**src/common/fesr_pkg.sv**
```systemverilog
package fesr_pkg;
    // Operation status word bit positions
    localparam int SR_READY      = 7;
    localparam int SR_ERASE_SUSP = 6;
    localparam int SR_ERASE_ERR  = 5;
    localparam int SR_PROG_ERR   = 4;
    localparam int SR_BUF_ABORT  = 3;
    localparam int SR_PROG_SUSP  = 2;
    localparam int SR_PROTECT    = 1;
    localparam logic [7:0] SR_RESET = 8'h80;

    // ECC unit status word bit positions
    localparam int ECC_UNIT_DIS  = 0;
    localparam int ECC_DATA_COR  = 1;
    localparam int ECC_CODE_ERR  = 2;
    localparam int ECC_SINGLE    = 3;
    localparam int ECC_DOUBLE    = 4;
    localparam logic [15:0] ECC_RESET = 16'h0000;
    localparam int ADDR_W = 25;
    localparam logic [ADDR_W-1:0] TRAP_RESET = 25'h0000000;

    // Protection busy window, least time used
    localparam int CLK_NS       = 50;
    localparam int PROT_BUSY_US = 20;
    localparam int PROT_BUSY_CYC = (PROT_BUSY_US * 1000 + CLK_NS - 1) / CLK_NS;

    typedef enum logic [3:0] {
        CMD_STATUS_READ, CMD_STATUS_CLEAR, CMD_RESET, CMD_BUF_ABORT_RESET,
        CMD_PROGRAM, CMD_ERASE, CMD_BLANK_CHECK, CMD_PW_UNLOCK,
        CMD_WRITE_BUFFER, CMD_ECC_ENTRY, CMD_ECC_READ, CMD_ASO_EXIT,
        CMD_ARRAY_READ, CMD_ERASE_SUSPEND, CMD_OTHER
    } fesr_cmd_e;

    typedef enum logic [2:0] {
        KIND_PROG, KIND_ERASE, KIND_BLANK, KIND_UNLOCK, KIND_BUF
    } fesr_kind_e;

    typedef struct packed {
        logic             valid;
        fesr_cmd_e        code;
        logic             guarded;   // Volatile/persistent guard or lock
        logic [2:0]       unit_bits; // Per-unit ECC bits of addressed unit
        logic [15:0]      array_data;
    } fesr_cmd_s;

    typedef struct packed {
        logic done;
        logic fail;
        logic buf_fail;
    } fesr_eng_s;

    typedef struct packed {
        logic              single_bit;
        logic              double_bit;
        logic [ADDR_W-1:0] addr;
    } fesr_ecc_s;
endpackage

```
**src/rtl/fesr_status.sv**
```systemverilog
`timescale 1ns/1ps
// What this block does
// - Failed program/erase/blank/unlock keeps engine active, ready shown, until cleared
// - Operation error: bit5 erase/blank, bit4 program/password, bits 2,1 zero
// - Reset or status clear leaves error; only read, reset, clear accepted
// - Guarded program/erase: busy 20-100 us, bit7 low, only status read
// - After protection busy: ready, bit1 set, bit5 erase or bit4 program
// - New program clears bit4; new erase clears bit6 at once
// - Buffer write failure: abort state, ready, bits 3,4 set, 5,2,1 clear
// - Abort cleared by abort reset or status clear; status read keeps abort
// - Non-status reads during embedded work toggle strobe, data indeterminate
// - Interrupt pulses for each one- or two-bit ECC error when enabled
// - Stall mode: strobe stops on two-bit error; host times out 32 clocks
// - ECC status word is 16-bit read-only, read via command plus unit
// - Double and single flags are global, independent of unit address
// - Unit bits: 0 disabled, 1 data corrected, 2 code error
// - Single-bit flag sets on correction, holds until overlay exit clears
// - Double-bit flag sets on detection, holds; failing address trapped
// - After a two-bit event bits 3..1 are not valid to the host
// - The ECC read's own check may set the global flags it returns
// - ECC status bits 4,3 zero on hardware reset, or on overlay exit with no event that cycle; bits 2..0 are the addressed unit's
// - Guarded targets raise protection error and abort the operation
// - After clearing error, prior overlay or erase suspend is kept
// - Overlay exit clears trapped address and both global flags, except where an event lands in the same cycle
module fesr_status
(
    input  wire logic                      clk,
    input  wire logic                      rstn,
    input  wire fesr_pkg::fesr_cmd_s       cmd,
    input  wire fesr_pkg::fesr_eng_s       eng,
    input  wire logic                      ecc_valid,
    input  wire fesr_pkg::fesr_ecc_s       ecc,
    input  wire logic                      int_enable,
    input  wire logic                      stall_enable,
    input  wire logic                      bus_clk,
    input  wire logic                      bus_cs_n,
    input  wire logic                      read_data_strobe_i,
    output logic                           read_data_strobe_o,
    output logic                           read_data_strobe_oe,
    output logic                           op_start,
    output logic [7:0]                     operation_status_word,
    output logic [15:0]                    rd_data,
    output logic                           rd_valid,
    output logic                           rd_indeterminate,
    output logic                           ecc_overlay,
    output logic [fesr_pkg::ADDR_W-1:0]    trap_addr,
    output logic                           int_n
);
    import fesr_pkg::*;

    typedef enum logic [2:0] {
        ST_READY, ST_BUSY, ST_PROT_BUSY, ST_OP_ERROR, ST_WB_ABORT
    } fesr_state_e;

    fesr_state_e state;
    fesr_kind_e  kind;
    logic [11:0] prot_cnt;
    logic        single_flag;
    logic        double_flag;
    logic        trap_full;
    logic        ck_s1, ck_s2, ck_s3;
    logic        cs_s1, cs_s2;
    logic        stalled;

    function automatic logic is_op(input fesr_cmd_e c);
        return c == CMD_PROGRAM || c == CMD_ERASE || c == CMD_BLANK_CHECK
            || c == CMD_PW_UNLOCK || c == CMD_WRITE_BUFFER;
    endfunction

    function automatic fesr_kind_e kind_of(input fesr_cmd_e c);
        case (c)
            CMD_ERASE:        return KIND_ERASE;
            CMD_BLANK_CHECK:  return KIND_BLANK;
            CMD_PW_UNLOCK:    return KIND_UNLOCK;
            CMD_WRITE_BUFFER: return KIND_BUF;
            default:          return KIND_PROG;
        endcase
    endfunction

    wire cmd_ok    = cmd.valid && state == ST_READY;
    wire start_op  = cmd_ok && is_op(cmd.code) && !cmd.guarded;
    wire guard_hit = cmd_ok && is_op(cmd.code) && cmd.guarded;
    wire err_clear = cmd.valid && (
        (state == ST_OP_ERROR && (cmd.code == CMD_RESET
            || cmd.code == CMD_STATUS_CLEAR))
        || (state == ST_WB_ABORT && (cmd.code == CMD_BUF_ABORT_RESET
            || cmd.code == CMD_STATUS_CLEAR)));
    wire prot_end  = state == ST_PROT_BUSY && prot_cnt == 12'h001;
    wire aso_exit  = cmd_ok && ecc_overlay
        && (cmd.code == CMD_RESET || cmd.code == CMD_ASO_EXIT);
    wire single_ev = ecc_valid && ecc.single_bit;
    wire double_ev = ecc_valid && ecc.double_bit;

    // Engine state; error states only leave on their own clear commands
    always_ff @(posedge clk) begin
        if (!rstn) begin
            state <= ST_READY;
            kind  <= KIND_PROG;
        end else begin
            case (state)
                ST_READY: begin
                    if (guard_hit) begin
                        state <= ST_PROT_BUSY;
                        kind  <= kind_of(cmd.code);
                    end else if (start_op) begin
                        state <= ST_BUSY;
                        kind  <= kind_of(cmd.code);
                    end
                end
                ST_BUSY: begin
                    if (eng.buf_fail && kind == KIND_BUF) begin
                        state <= ST_WB_ABORT;
                    end else if (eng.fail) begin
                        state <= ST_OP_ERROR;
                    end else if (eng.done) begin
                        state <= ST_READY;
                    end
                end
                ST_PROT_BUSY: begin
                    if (prot_end) begin
                        state <= ST_READY;
                    end
                end
                default: begin
                    // Other commands fall through untouched
                    if (err_clear) begin
                        state <= ST_READY;
                    end
                end
            endcase
        end
    end

    always_ff @(posedge clk) begin
        if (!rstn) begin
            prot_cnt <= 12'h000;
        end else if (guard_hit) begin
            prot_cnt <= 12'(PROT_BUSY_CYC);
        end else if (prot_cnt != 12'h000) begin
            prot_cnt <= prot_cnt - 12'h001;
        end
    end

    always_ff @(posedge clk) begin
        if (!rstn) begin
            op_start <= 1'b0;
        end else begin
            op_start <= start_op;
        end
    end

    // Status word; suspend and overlay context survive an error clear
    always_ff @(posedge clk) begin
        if (!rstn) begin
            operation_status_word <= SR_RESET;
        end else begin
            operation_status_word[SR_READY] <=
                !(start_op || guard_hit)
                && (state != ST_BUSY || eng.done || eng.fail
                    || (eng.buf_fail && kind == KIND_BUF))
                && (state != ST_PROT_BUSY || prot_end);
            operation_status_word[SR_PROG_SUSP] <= 1'b0;
            if (cmd_ok && cmd.code == CMD_ERASE_SUSPEND) begin
                operation_status_word[SR_ERASE_SUSP] <= 1'b1;
            end else if (start_op && cmd.code == CMD_ERASE) begin
                operation_status_word[SR_ERASE_SUSP] <= 1'b0;
            end
            if (start_op && cmd.code == CMD_PROGRAM) begin
                operation_status_word[SR_PROG_ERR] <= 1'b0;
            end
            if (state == ST_BUSY && eng.buf_fail && kind == KIND_BUF) begin
                operation_status_word[SR_BUF_ABORT] <= 1'b1;
                operation_status_word[SR_PROG_ERR]  <= 1'b1;
                operation_status_word[SR_ERASE_ERR] <= 1'b0;
                operation_status_word[SR_PROTECT]   <= 1'b0;
            end else if (state == ST_BUSY && eng.fail) begin
                operation_status_word[SR_ERASE_ERR] <=
                    kind == KIND_ERASE || kind == KIND_BLANK;
                operation_status_word[SR_PROG_ERR] <=
                    kind == KIND_PROG || kind == KIND_UNLOCK
                    || kind == KIND_BUF;
                operation_status_word[SR_PROTECT] <= 1'b0;
            end else if (prot_end) begin
                operation_status_word[SR_PROTECT]   <= 1'b1;
                operation_status_word[SR_ERASE_ERR] <= kind == KIND_ERASE;
                operation_status_word[SR_PROG_ERR]  <= kind != KIND_ERASE;
            end else if (err_clear || (cmd_ok
                    && cmd.code == CMD_STATUS_CLEAR)) begin
                operation_status_word[SR_ERASE_ERR] <= 1'b0;
                operation_status_word[SR_PROG_ERR]  <= 1'b0;
                operation_status_word[SR_BUF_ABORT] <= 1'b0;
                operation_status_word[SR_PROTECT]   <= 1'b0;
            end
        end
    end

    // ECC overlay entry and exit
    always_ff @(posedge clk) begin
        if (!rstn) begin
            ecc_overlay <= 1'b0;
        end else if (cmd_ok && cmd.code == CMD_ECC_ENTRY) begin
            ecc_overlay <= 1'b1;
        end else if (aso_exit) begin
            ecc_overlay <= 1'b0;
        end
    end

    // Global flags: a new event beats a same-cycle exit
    always_ff @(posedge clk) begin
        if (!rstn) begin
            single_flag <= 1'b0;
            double_flag <= 1'b0;
        end else begin
            single_flag <= single_ev || (single_flag && !aso_exit);
            double_flag <= double_ev || (double_flag && !aso_exit);
        end
    end

    always_ff @(posedge clk) begin
        if (!rstn) begin
            trap_addr <= TRAP_RESET;
            trap_full <= 1'b0;
        end else if (double_ev && (!trap_full || aso_exit)) begin
            trap_addr <= ecc.addr;
            trap_full <= 1'b1;
        end else if (aso_exit) begin
            trap_addr <= TRAP_RESET;
            trap_full <= 1'b0;
        end
    end

    // Read data path; status read is honoured in every state
    always_ff @(posedge clk) begin
        if (!rstn) begin
            rd_data          <= 16'h0000;
            rd_valid         <= 1'b0;
            rd_indeterminate <= 1'b0;
        end else begin
            rd_valid         <= 1'b0;
            rd_indeterminate <= 1'b0;
            if (cmd.valid && cmd.code == CMD_STATUS_READ) begin
                rd_valid <= 1'b1;
                rd_data  <= {8'h00, operation_status_word};
            end else if (cmd.valid && state == ST_BUSY
                    && (cmd.code == CMD_ARRAY_READ
                    || cmd.code == CMD_ECC_READ)) begin
                rd_valid         <= 1'b1;
                rd_indeterminate <= 1'b1;
                rd_data          <= 16'h0000;
            end else if (cmd_ok && ecc_overlay
                    && cmd.code == CMD_ECC_READ) begin
                rd_valid <= 1'b1;
                // Reserved bits driven zero; this read's own check counts
                rd_data  <= {11'h000, double_flag || double_ev,
                    single_flag || single_ev, cmd.unit_bits};
            end else if (cmd_ok && cmd.code == CMD_ARRAY_READ) begin
                rd_valid <= 1'b1;
                rd_data  <= cmd.array_data;
            end
        end
    end

    // Interrupt: one low cycle per detected error
    always_ff @(posedge clk) begin
        if (!rstn) begin
            int_n <= 1'b1;
        end else begin
            int_n <= !(int_enable && (single_ev || double_ev));
        end
    end

    // Bus pins are asynchronous to clk; logic reads only the second and third stages
    always_ff @(posedge clk) begin
        if (!rstn) begin
            ck_s1 <= 1'b0;
            ck_s2 <= 1'b0;
            ck_s3 <= 1'b0;
            cs_s1 <= 1'b1;
            cs_s2 <= 1'b1;
        end else begin
            ck_s1 <= bus_clk;
            ck_s2 <= ck_s1;
            ck_s3 <= ck_s2;
            cs_s1 <= bus_cs_n;
            cs_s2 <= cs_s1;
        end
    end

    wire ck_edge = ck_s2 != ck_s3;

    // Stall held until chip select rises; host times out after 32 clocks
    always_ff @(posedge clk) begin
        if (!rstn) begin
            stalled <= 1'b0;
        end else if (cs_s2) begin
            stalled <= 1'b0;
        end else if (stall_enable && double_ev) begin
            stalled <= 1'b1;
        end
    end

    always_ff @(posedge clk) begin
        if (!rstn) begin
            read_data_strobe_o  <= 1'b0;
            read_data_strobe_oe <= 1'b0;
        end else begin
            read_data_strobe_oe <= !cs_s2;
            if (cs_s2 || stalled || (stall_enable && double_ev)) begin
                read_data_strobe_o <= 1'b0;
            end else if (ck_edge) begin
                read_data_strobe_o <= !read_data_strobe_o;
            end
        end
    end

    prot_bit_low_a: assert property (@(posedge clk) disable iff (!rstn)
        state == ST_PROT_BUSY |-> !operation_status_word[SR_READY])
        else $error("ready shown during protection busy");
    prot_len_a: assert property (@(posedge clk) disable iff (!rstn)
        guard_hit |=> state == ST_PROT_BUSY [*8])
        else $error("protection busy too short");
    prot_flag_a: assert property (@(posedge clk) disable iff (!rstn)
        prot_end |=> operation_status_word[SR_PROTECT]
        && operation_status_word[SR_READY])
        else $error("protection flag missing");
    op_err_hold_a: assert property (@(posedge clk)
        disable iff (!rstn)
        state == ST_OP_ERROR && !err_clear |=> state == ST_OP_ERROR)
        else $error("operation error left without clear");
    op_err_bits_a: assert property (@(posedge clk) disable iff (!rstn)
        state == ST_OP_ERROR |-> operation_status_word[SR_READY]
        && !operation_status_word[SR_PROG_SUSP]
        && !operation_status_word[SR_PROTECT])
        else $error("operation error bits wrong");
    abort_bits_a: assert property (@(posedge clk) disable iff (!rstn)
        state == ST_BUSY && eng.buf_fail && kind == KIND_BUF |=>
        operation_status_word[SR_BUF_ABORT]
        && operation_status_word[SR_PROG_ERR]
        && !operation_status_word[SR_ERASE_ERR])
        else $error("abort bits wrong");
    abort_read_a: assert property (@(posedge clk) disable iff (!rstn)
        state == ST_WB_ABORT && cmd.valid && cmd.code == CMD_STATUS_READ
        |=> state == ST_WB_ABORT && rd_valid)
        else $error("status read left abort state");
    exit_clear_a: assert property (@(posedge clk) disable iff (!rstn)
        aso_exit && !ecc_valid |=> !single_flag && !double_flag
        && trap_addr == TRAP_RESET)
        else $error("overlay exit left ecc state");
    dbl_hold_a: assert property (@(posedge clk) disable iff (!rstn)
        double_ev ##1 !aso_exit [*3] |=> double_flag)
        else $error("double flag dropped");
    int_pulse_a: assert property (@(posedge clk) disable iff (!rstn)
        int_enable && single_ev |=> !int_n)
        else $error("interrupt missed");
    strobe_stall_a: assert property (@(posedge clk) disable iff (!rstn)
        stalled && !cs_s2 |=> !read_data_strobe_o)
        else $error("strobe toggled while stalled");
endmodule // fesr_status

```
**config.mk**
```make
export PLATFORM = sky130hd
export DESIGN_NAME = fesr_status
export DESIGN_NICKNAME = d
export VERILOG_FILES = /design/src/common/fesr_pkg.sv /design/src/rtl/fesr_status.sv
export SDC_FILE = /design/constraint.sdc
export NUM_CORES = 1
export LEC_CHECK = 0
export ABC_AREA = 1
export BUFFER_PORTS_ARGS = -buffer_cell sky130_fd_sc_hd__buf_2
export CORE_MARGIN = 8
export CORE_UTILIZATION = 35
export DETAILED_ROUTE_END_ITERATION = 12
export SLEW_MARGIN = 40
export SYNTH_ARGS = -nofsm -noshare
export SYNTH_HDL_FRONTEND = slang
export SYNTH_SLANG_ARGS = --single-unit
```
**constraint.sdc**
```tcl
create_clock -name clk -period 2.4 [get_ports clk]
set_input_delay 0.36 -clock clk [delete_from_list [all_inputs] [get_ports clk]]
set_output_delay 0.36 -clock clk [all_outputs]
set_load 0.05 [all_outputs]
```
; ---- Word level (Yosys, flattened, before mapping)
; Cells that the tools add are included.
[totals]
ff_bits = 82
inputBits = 63
output_inout_bits = 56
wordCells = 192
[classes]
add_sub_neg = 1
eq_ne = 31
muxes = 38
n_bitwise = 1
n_reduce_logical = 91
[op_table]
columns = cell, n
row1 = 25-bit two-way mux, 2
row2 = 1-bit logical AND, 33
row3 = 3-bit two-way mux, 11
row4 = 8-bit two-way mux, 4
row5 = 1-bit logical OR, 26
row6 = 4-bit equality test (second input constant), 6
row7 = 9-bit two-way mux, 2
row8 = 4-bit by 3-bit equality test with 1-bit output (second input constant), 4
row9 = 1-bit two-way mux, 15
row10 = 2-bit nonzero test, 7
row11 = 12-bit by 1-bit equality test with 1-bit output (second input constant), 1
row12 = 3-bit by 2-bit equality test with 1-bit output (second input constant), 4
row13 = 3-bit case mux with 4 select lines, 1
row14 = 12-bit nonzero test, 1
row15 = 12-bit by 1-bit subtractor with 12-bit output (second input constant), 1
row16 = 2-bit OR reduction, 5
row17 = 3-bit case mux with 3 select lines, 1
row18 = 4-bit by 2-bit equality test with 1-bit output (second input constant), 2
row19 = 4-bit nonzero test, 2
row20 = 1-bit logical NOT, 7
row21 = 3-bit by 1-bit equality test with 1-bit output (second input constant), 2
row22 = 3-bit equality test (second input constant), 2
row23 = 3-bit logical NOT, 2
row24 = 3-bit by 1-bit inequality test with 1-bit output (second input constant), 2
row25 = other kinds (17), 19

; ---- Depth between registers and ports, before layout
; Gate-level depths: netlist (run 1).
[depth]
ltp_word = 13
depth_mapped = 12
mapped_depth_nobuf = 12

; ---- Least setup slack after synthesis (run 1)
; No wires, ideal clock.
[synth_path]
path_kind = register -> register
startpoint = reg ecc_overlay
endpoint = reg rd_data[3]
setup_ns = 0.116
t_arrival_ns = 1.359
required_time_ns = 2.284
path_slack_ns = 0.926
stages_incl_launch_ff = 9
path_buffers = 1
synth_period_minus_slack_ns = 1.474
path_cell_list = dfxtp_1 nand2_2 nor2_4 nor2_4 nand2_4 buf_6 nand2_1 nor2_1 nor2_1
[synth_between]
elab_chain_cells = 5
word_cells_on_any_way = 6
cone_classes = 3 x mux / 3 x reduce/logical
[synth_lines]
columns = item, line
row1 = start: declaration, fesr_status.sv:45  ; output logic ecc_overlay,
row2 = start signal: assignment, fesr_status.sv:200  ; ecc_overlay <= 1'b0;
row3 = start signal: assignment, fesr_status.sv:202  ; ecc_overlay <= 1'b1;
row4 = start signal: assignment, fesr_status.sv:204  ; ecc_overlay <= 1'b0;
row5 = 1-bit logical AND (*), fesr_status.sv:250  ; end else if (cmd_ok && ecc_overlay
row6 = 1-bit logical AND (*), fesr_status.sv:251  ; && cmd.code == CMD_ECC_READ) begin
row7 = 8-bit two-way mux, fesr_status.sv:250
row8 = 8-bit two-way mux, fesr_status.sv:244  ; end else if (cmd.valid && state == ST_BUSY
row9 = 8-bit two-way mux, fesr_status.sv:241  ; if (cmd.valid && cmd.code == CMD_STATUS_READ) begin
row10 = end signal: assignment, fesr_status.sv:243  ; rd_data <= {8'h00, operation_status_word};
row11 = end signal: assignment, fesr_status.sv:254  ; rd_data <= {11'h000, double_flag || double_ev,
row12 = end signal: assignment, fesr_status.sv:258  ; rd_data <= cmd.array_data;
row13 = end: declaration, fesr_status.sv:42  ; output logic [15:0] rd_data,
; Every way passes the cells marked *; elsewhere a longest branch is shown, timed or not.
; A chain may end at the register's enable or synchronous reset.

; ---- Final worst setup path (run 1)
[layout_path]
startpoint = reg state[2]
endpoint = reg trap_addr[24] in the netlist's numbering
[layout_between]
elab_chain_cells = 7
word_cells_on_any_way = 8
cone_classes = 1 x mux / 7 x reduce/logical
[layout_lines]
columns = item, line
row1 = start: declaration, fesr_status.sv:55  ; fesr_state_e state;
row2 = start signal: assignment, fesr_status.sv:97  ; state <= ST_READY;
row3 = start signal: assignment, fesr_status.sv:103  ; state <= ST_PROT_BUSY;
row4 = start signal: assignment, fesr_status.sv:106  ; state <= ST_BUSY;
row5 = 3-bit logical NOT (*), fesr_status.sv:80  ; wire cmd_ok = cmd.valid && state == ST_READY;
row6 = 1-bit logical AND (*), fesr_status.sv:80
row7 = 1-bit logical AND (*), fesr_status.sv:89  ; wire aso_exit = cmd_ok && ecc_overlay
row8 = 1-bit logical AND (*), fesr_status.sv:90  ; && (cmd.code == CMD_RESET || cmd.code == CMD_ASO_EXIT);
row9 = 1-bit logical OR, fesr_status.sv:223  ; end else if (double_ev && (!trap_full || aso_exit)) begin
row10 = 1-bit logical AND, fesr_status.sv:223
row11 = 25-bit two-way mux or 2-bit nonzero test (tied branches), n/a
row12 = end signal: assignment, fesr_status.sv:224  ; trap_addr <= ecc.addr;
row13 = end: declaration, fesr_status.sv:46  ; output logic [fesr_pkg::ADDR_W-1:0] trap_addr,
; Marks and branches as above.

==> results of run 1 <==
## per-stage QoR
step | std cells | hold WS [ns]
3_5_place_dp | 753 | 0.399
4_1_cts | 769 | 0.155
6_report | 771 | 0.174
5_1_grt | 769 | 0.158
3_3_place_gp | 753 | 0.393
2_1_floorplan | 513 | 0.388
## synth_stat cells, types with 3 or more instances
cell                         n
sky130_fd_sc_hd__nand2_1   109
sky130_fd_sc_hd__dfxtp_1    81
sky130_fd_sc_hd__nor2_1     57
sky130_fd_sc_hd__nand3_1    55
sky130_fd_sc_hd__inv_1      48
sky130_fd_sc_hd__a21oi_1    38
sky130_fd_sc_hd__nand2_2    24
sky130_fd_sc_hd__a21oi_2    20
sky130_fd_sc_hd__clkbuf_1    6
sky130_fd_sc_hd__nand4_1     6
sky130_fd_sc_hd__o21ai_0     6
sky130_fd_sc_hd__o21ai_1     6
sky130_fd_sc_hd__buf_2       5
sky130_fd_sc_hd__nor3_1      5
sky130_fd_sc_hd__or2_2       4
sky130_fd_sc_hd__xor2_1      4
sky130_fd_sc_hd__buf_4       3
sky130_fd_sc_hd__ha_1        3
sky130_fd_sc_hd__inv_2       3
sky130_fd_sc_hd__nor2_2      3
sky130_fd_sc_hd__nor2_4      3
## metal layers
metal  up-vias  wire length, um  global-route usage
met2       117             4280               0.205
li1       1868                -                   -
met1      1617             4530               0.171
met5         -                8                   0
met3         9             1250              0.0798
met4         2               93              0.0422
## layout by cell type, fill, tap and decap left out, drive strengths merged, types with 5 or more instances in the layout
master	netlist	layout
nand2	135	135
buf	12	118
dfxtp	81	81
nor2	64	64
a21oi	58	58
nand3	57	57
inv	51	52
o21ai	12	12
clkbuf	6	10
nand4	6	6
nor3	5	5
clkinv	1	5
## where the power goes
part           switching, W  internal (W)  total, W
Combinational      0.000877      0.000429   0.00131
Sequential         0.000107       0.00150   0.00161
Clock              0.000524      0.000513   0.00104
Total               0.00151       0.00244   0.00395
## registers in the layout (all words and copies together) (netlist names), 3 cells and up
register,cells
kind,3
operation_status_word,6
prot_cnt,12
rd_data,16
state,3
trap_addr,25
## logic make-up after synthesis
kind of cell | Yosys count
adder cells (fa/ha/maj) | 3
flip-flops | 81
XOR/XNOR | 6
AO/OA/AOI/OAI | 79
buffers and inverters | 70
other | 1
AND/OR/NAND/NOR | 272
## layout make-up
| class | count | area [um2] | area share |
|---|---|---|---|
| tap | 140 | 175 | 0.0376 |
| inverter | 52 | 200 | 0.0429 |
| timing repair buffer | 118 | 611 | 0.131 |
| multi-input combinational | 362 | 1850 | 0.396 |
| antenna | 2 | 5.00 | 0.00107 |
| clock buffer | 10 | 138 | 0.0295 |
| clock inverter | 6 | 66.3 | 0.0142 |
| sequential | 81 | 1620 | 0.348 |
## worst max-delay path: stages (launching register included)
cell,delay (ns)
sky130_fd_sc_hd__dfxtp_1,0.37
sky130_fd_sc_hd__nor2_2,0.15
sky130_fd_sc_hd__nand2_2,0.11
sky130_fd_sc_hd__nor2_8,0.18
sky130_fd_sc_hd__nand3_2,0.11
sky130_fd_sc_hd__nand2_2,0.09
sky130_fd_sc_hd__nand2_4,0.19
sky130_fd_sc_hd__clkinv_4,0.29
sky130_fd_sc_hd__nand2_1,0.10
sky130_fd_sc_hd__a21oi_1,0.18
## how the worst min path moves through the flow
| stage | start | slack, ns | endpoint |
|---|---|---|---|
| floorplan | cs_s2 | 0.39 | read_data_strobe_oe |
| global placement | ck_s1 | 0.39 | ck_s2 |
| detailed placement | cs_s2 | 0.40 | read_data_strobe_oe |
| CTS | bus_clk | 0.15 | ck_s1 |
| global route | bus_cs_n | 0.16 | cs_s1 |
| finish | bus_cs_n | 0.17 | cs_s1 |
==> flow_summary.yaml, run 1 <==
logic_synthesis:
  synthXorXnorAreaFrac: 0.0139
  synth_top_flop_cell: "sky130_fd_sc_hd__dfxtp_1"
  synth_fa_ha_area_frac: 0.00991
  muxShareOfSynthArea: 0
  yosys_register_bits: 81
  ys_top_cells_by_area: "sky130_fd_sc_hd__dfxtp_1 (43%), sky130_fd_sc_hd__nand2_1 (11%), sky130_fd_sc_hd__nand3_1 (7.3%), sky130_fd_sc_hd__nor2_1 (5.7%), sky130_fd_sc_hd__a21oi_1 (5.0%)"
  seq_area_frac_synth: 0.428
  syn-mean-instance-area_um2: 7.39
  number_of_enable_flip_flop_cells_after_synthesis: 0
  synth.cell_area_mm2: 0.00379
  synth_simple_gate_area_frac: 0.332
  synth_async_sr_flop_share: 0
  synth_top_family_by_area: "simple AND/OR/NAND/NOR gates"
  yosys.area.top_type_share: 0.428
  synthCells: 512
  synth.yosys.warnings: 0
  synth_compound_gate_area_share: 0.130
  synth_top_area_cell: "sky130_fd_sc_hd__dfxtp_1"
  synth_cell_types: 37
detailed_routing:
  route.detailed.drc: 0
  drt-initial-drc-count: 199
  final_antenna_net_count: 0
  totalWireLength_um: 10200
  route.vias.total: 3613
  detailedRoute.firstPassIterationCount: 4
  avgViaCountPerCell: 4.69
  routed_length_per_instance_um: 13.2
sta:
  final.setup.tns_ns: 0
  timing.slew.headroom: 0.589
  rsz0062_at_grt: "no"
  final_hold_viol_count: 0
  fin_skew_ns: 0.00604
  crit_path_setup_slack_layout_ns: 0.555
  final.min_clock_period_ns: 1.85
  report.final.slew_viol_count: 0
  fmax_mhz: 542
  setup_viol: 0
  max_slew.worst_pin.slew_ns: 0.616
  min_period_over_period: 0.769
finish:
  syn_to_final_growth_pct: 23.1
  finish.utilization: 0.436
  design_area_mm2: 0.00466
  drive_above_1_share: 0.315
  fill_cells: 1095
  finalNetCount: 690
clock_network:
  cts_htree_levels: 3
  ctsHoldBuffers: 0
  cts_made_buffers: 9
  clk_pin_slew_ns: 0.09
  cts_root_cell: "sky130_fd_sc_hd__clkbuf_8"
  ctsResizeCount: 0
  tritoncts_clock_tree: "yes"
  post-cts-setup-buffer-count: 0
  clock_latency_ns: 0.36
  clk_path_buf_depth: 2
  cts_sink_cnt: 81
die:
  overall_die_height_um: 120
  core.rowCount: 38
  dieWidth_um: 120
  design.core.area_mm2: 0.0107
  initial_core_util: 0.354
  floorplan.io_pins: 119
  fp.dieArea_mm2: 0.0144
placement:
  gp_routability_congestion: 0.856
  dp_worst_setup_slack_ns: 0.399
  placedInstanceArea_mm2: 0.00445
  placement.io_buffers: 115
  post-dp-hpwl_um: 7650
global_route:
  antenna_found_initial: 1
  global_route.usage.total: 0.140
  grt_start_max_net_pins: 31
  global_route.overflow_total: 0
  first_global_vias: 3531
  grt_first_pass_wirelength_um: 16600
worst_hold_path:
  hold_path_class: "in -> reg"
  hold_path_depth: 2
worst_setup_path:
  setup.worst_path.end: "trap_addr[24]"
  crit_start: "state[2]"
  crit_fanout: 26
  r2r_slack_ns: 0.55
  reg2reg_depth: 9
  arrival_ns: 2.14
  endpoint_kind: "flop"
  critical_path.reg2reg.startpoint: "state[2]"
  criticalPathCategory: "reg -> reg"
  setup.worst_path.start_class: "flop"
  reg2reg_to: "trap_addr[24]"
  crit_path_required_time_ns: 2.69
power:
  irDropWorstVdd_v: 0.000324
  power.leakage_nw: 2.21
  p_total_w: 0.00395
  power.density_cell_area_mw_per_mm2: 847
flow_run:
  drv.max_cap_violation_count: 0
outcome:
  run_status: "complete, no violations"
(Power assumes the default switching activity.)
==> inputs of run 2 (changes only) <==
==> constraint.sdc (replaced) <==
create_clock -name clk -period 1.5 [get_ports clk]
set_input_delay 0.225 -clock clk [delete_from_list [all_inputs] [get_ports clk]]
set_output_delay 0.225 -clock clk [all_outputs]
set_load 0.05 [all_outputs]
==> flow_summary.yaml, run 2 (synthesis gave the netlist of run 1 again) <==
power:
  power.density_cell_area_mw_per_mm2: 1370
  irDropWorstVdd_v: 0.000507
  power.leakage_nw: 2.46
clock_network:
  cts_root_cell: "sky130_fd_sc_hd__clkbuf_8"
  clk_path_buf_depth: 2
  clk_pin_slew_ns: 0.08
  cts_sink_cnt: 81
  cts_htree_levels: 3
  tritoncts_clock_tree: "yes"
  clock_latency_ns: 0.36
  cts_made_buffers: 9
  ctsHoldBuffers: 0
detailed_routing:
  detailedRoute.firstPassIterationCount: 4
  avgViaCountPerCell: 4.67
  final_antenna_net_count: 0
  totalWireLength_um: 10900
  route.vias.total: 3775
  routed_length_per_instance_um: 13.5
  drt-initial-drc-count: 181
  route.detailed.drc: 0
global_route:
  global_route.overflow_total: 0
  first_global_vias: 3687
  grt_start_max_net_pins: 29
  global_route.usage.total: 0.145
  grt_first_pass_wirelength_um: 17200
  antenna_found_initial: 1
sta:
  hold_ws_ns: 0.0420
  fmax_mhz: 681
  rsz0062_at_grt: "yes"
  setup_viol: 0
  report.final.slew_viol_count: 0
  min_period_over_period: 0.979
  final.min_clock_period_ns: 1.47
  crit_path_setup_slack_layout_ns: 0.0309
  fin_skew_ns: 0.00522
  final_hold_viol_count: 0
outcome:
  run_status: "complete, no violations"
die:
  dieWidth_um: 120
  design.core.area_mm2: 0.0107
  overall_die_height_um: 120
  initial_core_util: 0.354
  floorplan.io_pins: 119
  fp.dieArea_mm2: 0.0144
  core.rowCount: 38
finish:
  finalNetCount: 729
  flip_flop_count_of_the_largest_register_after_layout: 25
  antenna_cells_inserted: 0
  syn_to_final_growth_pct: 36.4
  largest_registers: "trap_addr (25), rd_data (16), prot_cnt (12)"
  highest_count_cells_in_the_layout_ignoring_fill_and_taps: "sky130_fd_sc_hd__buf_2 (115), sky130_fd_sc_hd__nand2_1 (105), sky130_fd_sc_hd__dfxtp_1 (78)"
  top_register: "trap_addr"
  layout_commonest_cell: "sky130_fd_sc_hd__buf_2"
  drive_above_1_share: 0.392
worst_hold_path:
  hold_path_class: "in -> reg"
  hold_path_depth: 3
  hold_start: "bus_clk"
placement:
  placement.io_buffers: 115
  post-dp-hpwl_um: 7990
  dp_worst_setup_slack_ns: -0.0255
  gp_routability_congestion: 0.844
worst_setup_path:
  reg2reg_depth: 11
  setup.worst_path.start_class: "flop"
  endpoint_kind: "flop"
  crit_path_frequent_cell: "sky130_fd_sc_hd__nor2_1"
  crit_fanout: 7
  crit_path_required_time_ns: 1.76
  critical_path.cell_chain: "nor2_4, nand2_4, nor2_8, nand2_2, nor2_4, buf_12, nand2_2, nand2_1, nor2_1, nor2_1, nor2_1"
  critical_path.reg2reg.startpoint: "state[2]"
  crit_start: "state[2]"
  criticalPathCategory: "reg -> reg"
  arrival_ns: 1.73
  max_stage_delay_ns: 0.34
  worst_path_max_delay_cell: "sky130_fd_sc_hd__dfxtp_2"
  r2r_slack_ns: 0.03
flow_run:
  drv.max_cap_violation_count: 0
[run 2: metrics by stage]
step | total power [W] | util | cells | TNS (ns) | area, um2
after detailed placement | 0.00495 | 0.439 | 782 | -0.149 | 4700
final | 0.00705 | 0.483 | 808 | 0 | 5160
after floorplan | 0.00423 | - | 513 | 0 | 3790
after global routing | 0.00752 | 0.483 | 808 | -1.22 | 5160
after CTS | 0.00682 | 0.462 | 799 | 0 | 4940
after global placement | 0.00489 | 0.439 | 782 | 0 | 4700
[run 2: per-layer routing]
| metal | up-vias | track usage | share of wire | wire [um] |
|---|---|---|---|---|
| met2 | 123 | 0.219 | 0.44 | 4830 |
| met1 | 1696 | 0.178 | 0.45 | 4860 |
| met3 | 9 | 0.0700 | 0.10 | 1110 |
| met4 | 2 | 0.0468 | 0.0090 | 98 |
| met5 | - | 0 | 0.00073 | 8 |
| li1 | 1945 | - | - | - |
[run 2: worst paths after layout]
path                                    to
worst max register to register  rd_data[1]
worst max-delay path            rd_data[1]
worst min-delay path                 ck_s1
worst min register to register       cs_s2
[run 2: area by class of cell]
type	instances	area (um2)
Inverter	52	210
Clock buffer	10	138
Fill cell	1064	5540
Clock inverter	6	91.3
Tap cell	140	175
Multi-Input combinational cell	363	1950
Sequential cell	81	1630
Timing Repair inverter	1	11.3
Timing Repair Buffer	155	965
[run 2: where the power goes]
part | internal, W | switching (W)
logic | 0.00105 | 0.00160
clock network | 0.000988 | 0.000835
registers | 0.00240 | 0.000185
[run 2: worst max-delay path: cells and delay by family, from the launching register on]
family	cells	cell delay, ns
flip-flops	1	0.34
buffers and inverters	1	0.15
AND/OR/NAND/NOR	10	0.87
[run 2: what timing repair did]
action / in CTS / in global routing
gates cloned: 1 / 4
setup buffers: 0 / 5
setup endpoints to repair: 15 / 56
endpoints found under the hold margin: 0 / 0
resized for setup: 4 / 35
pin swaps: 0 / 13
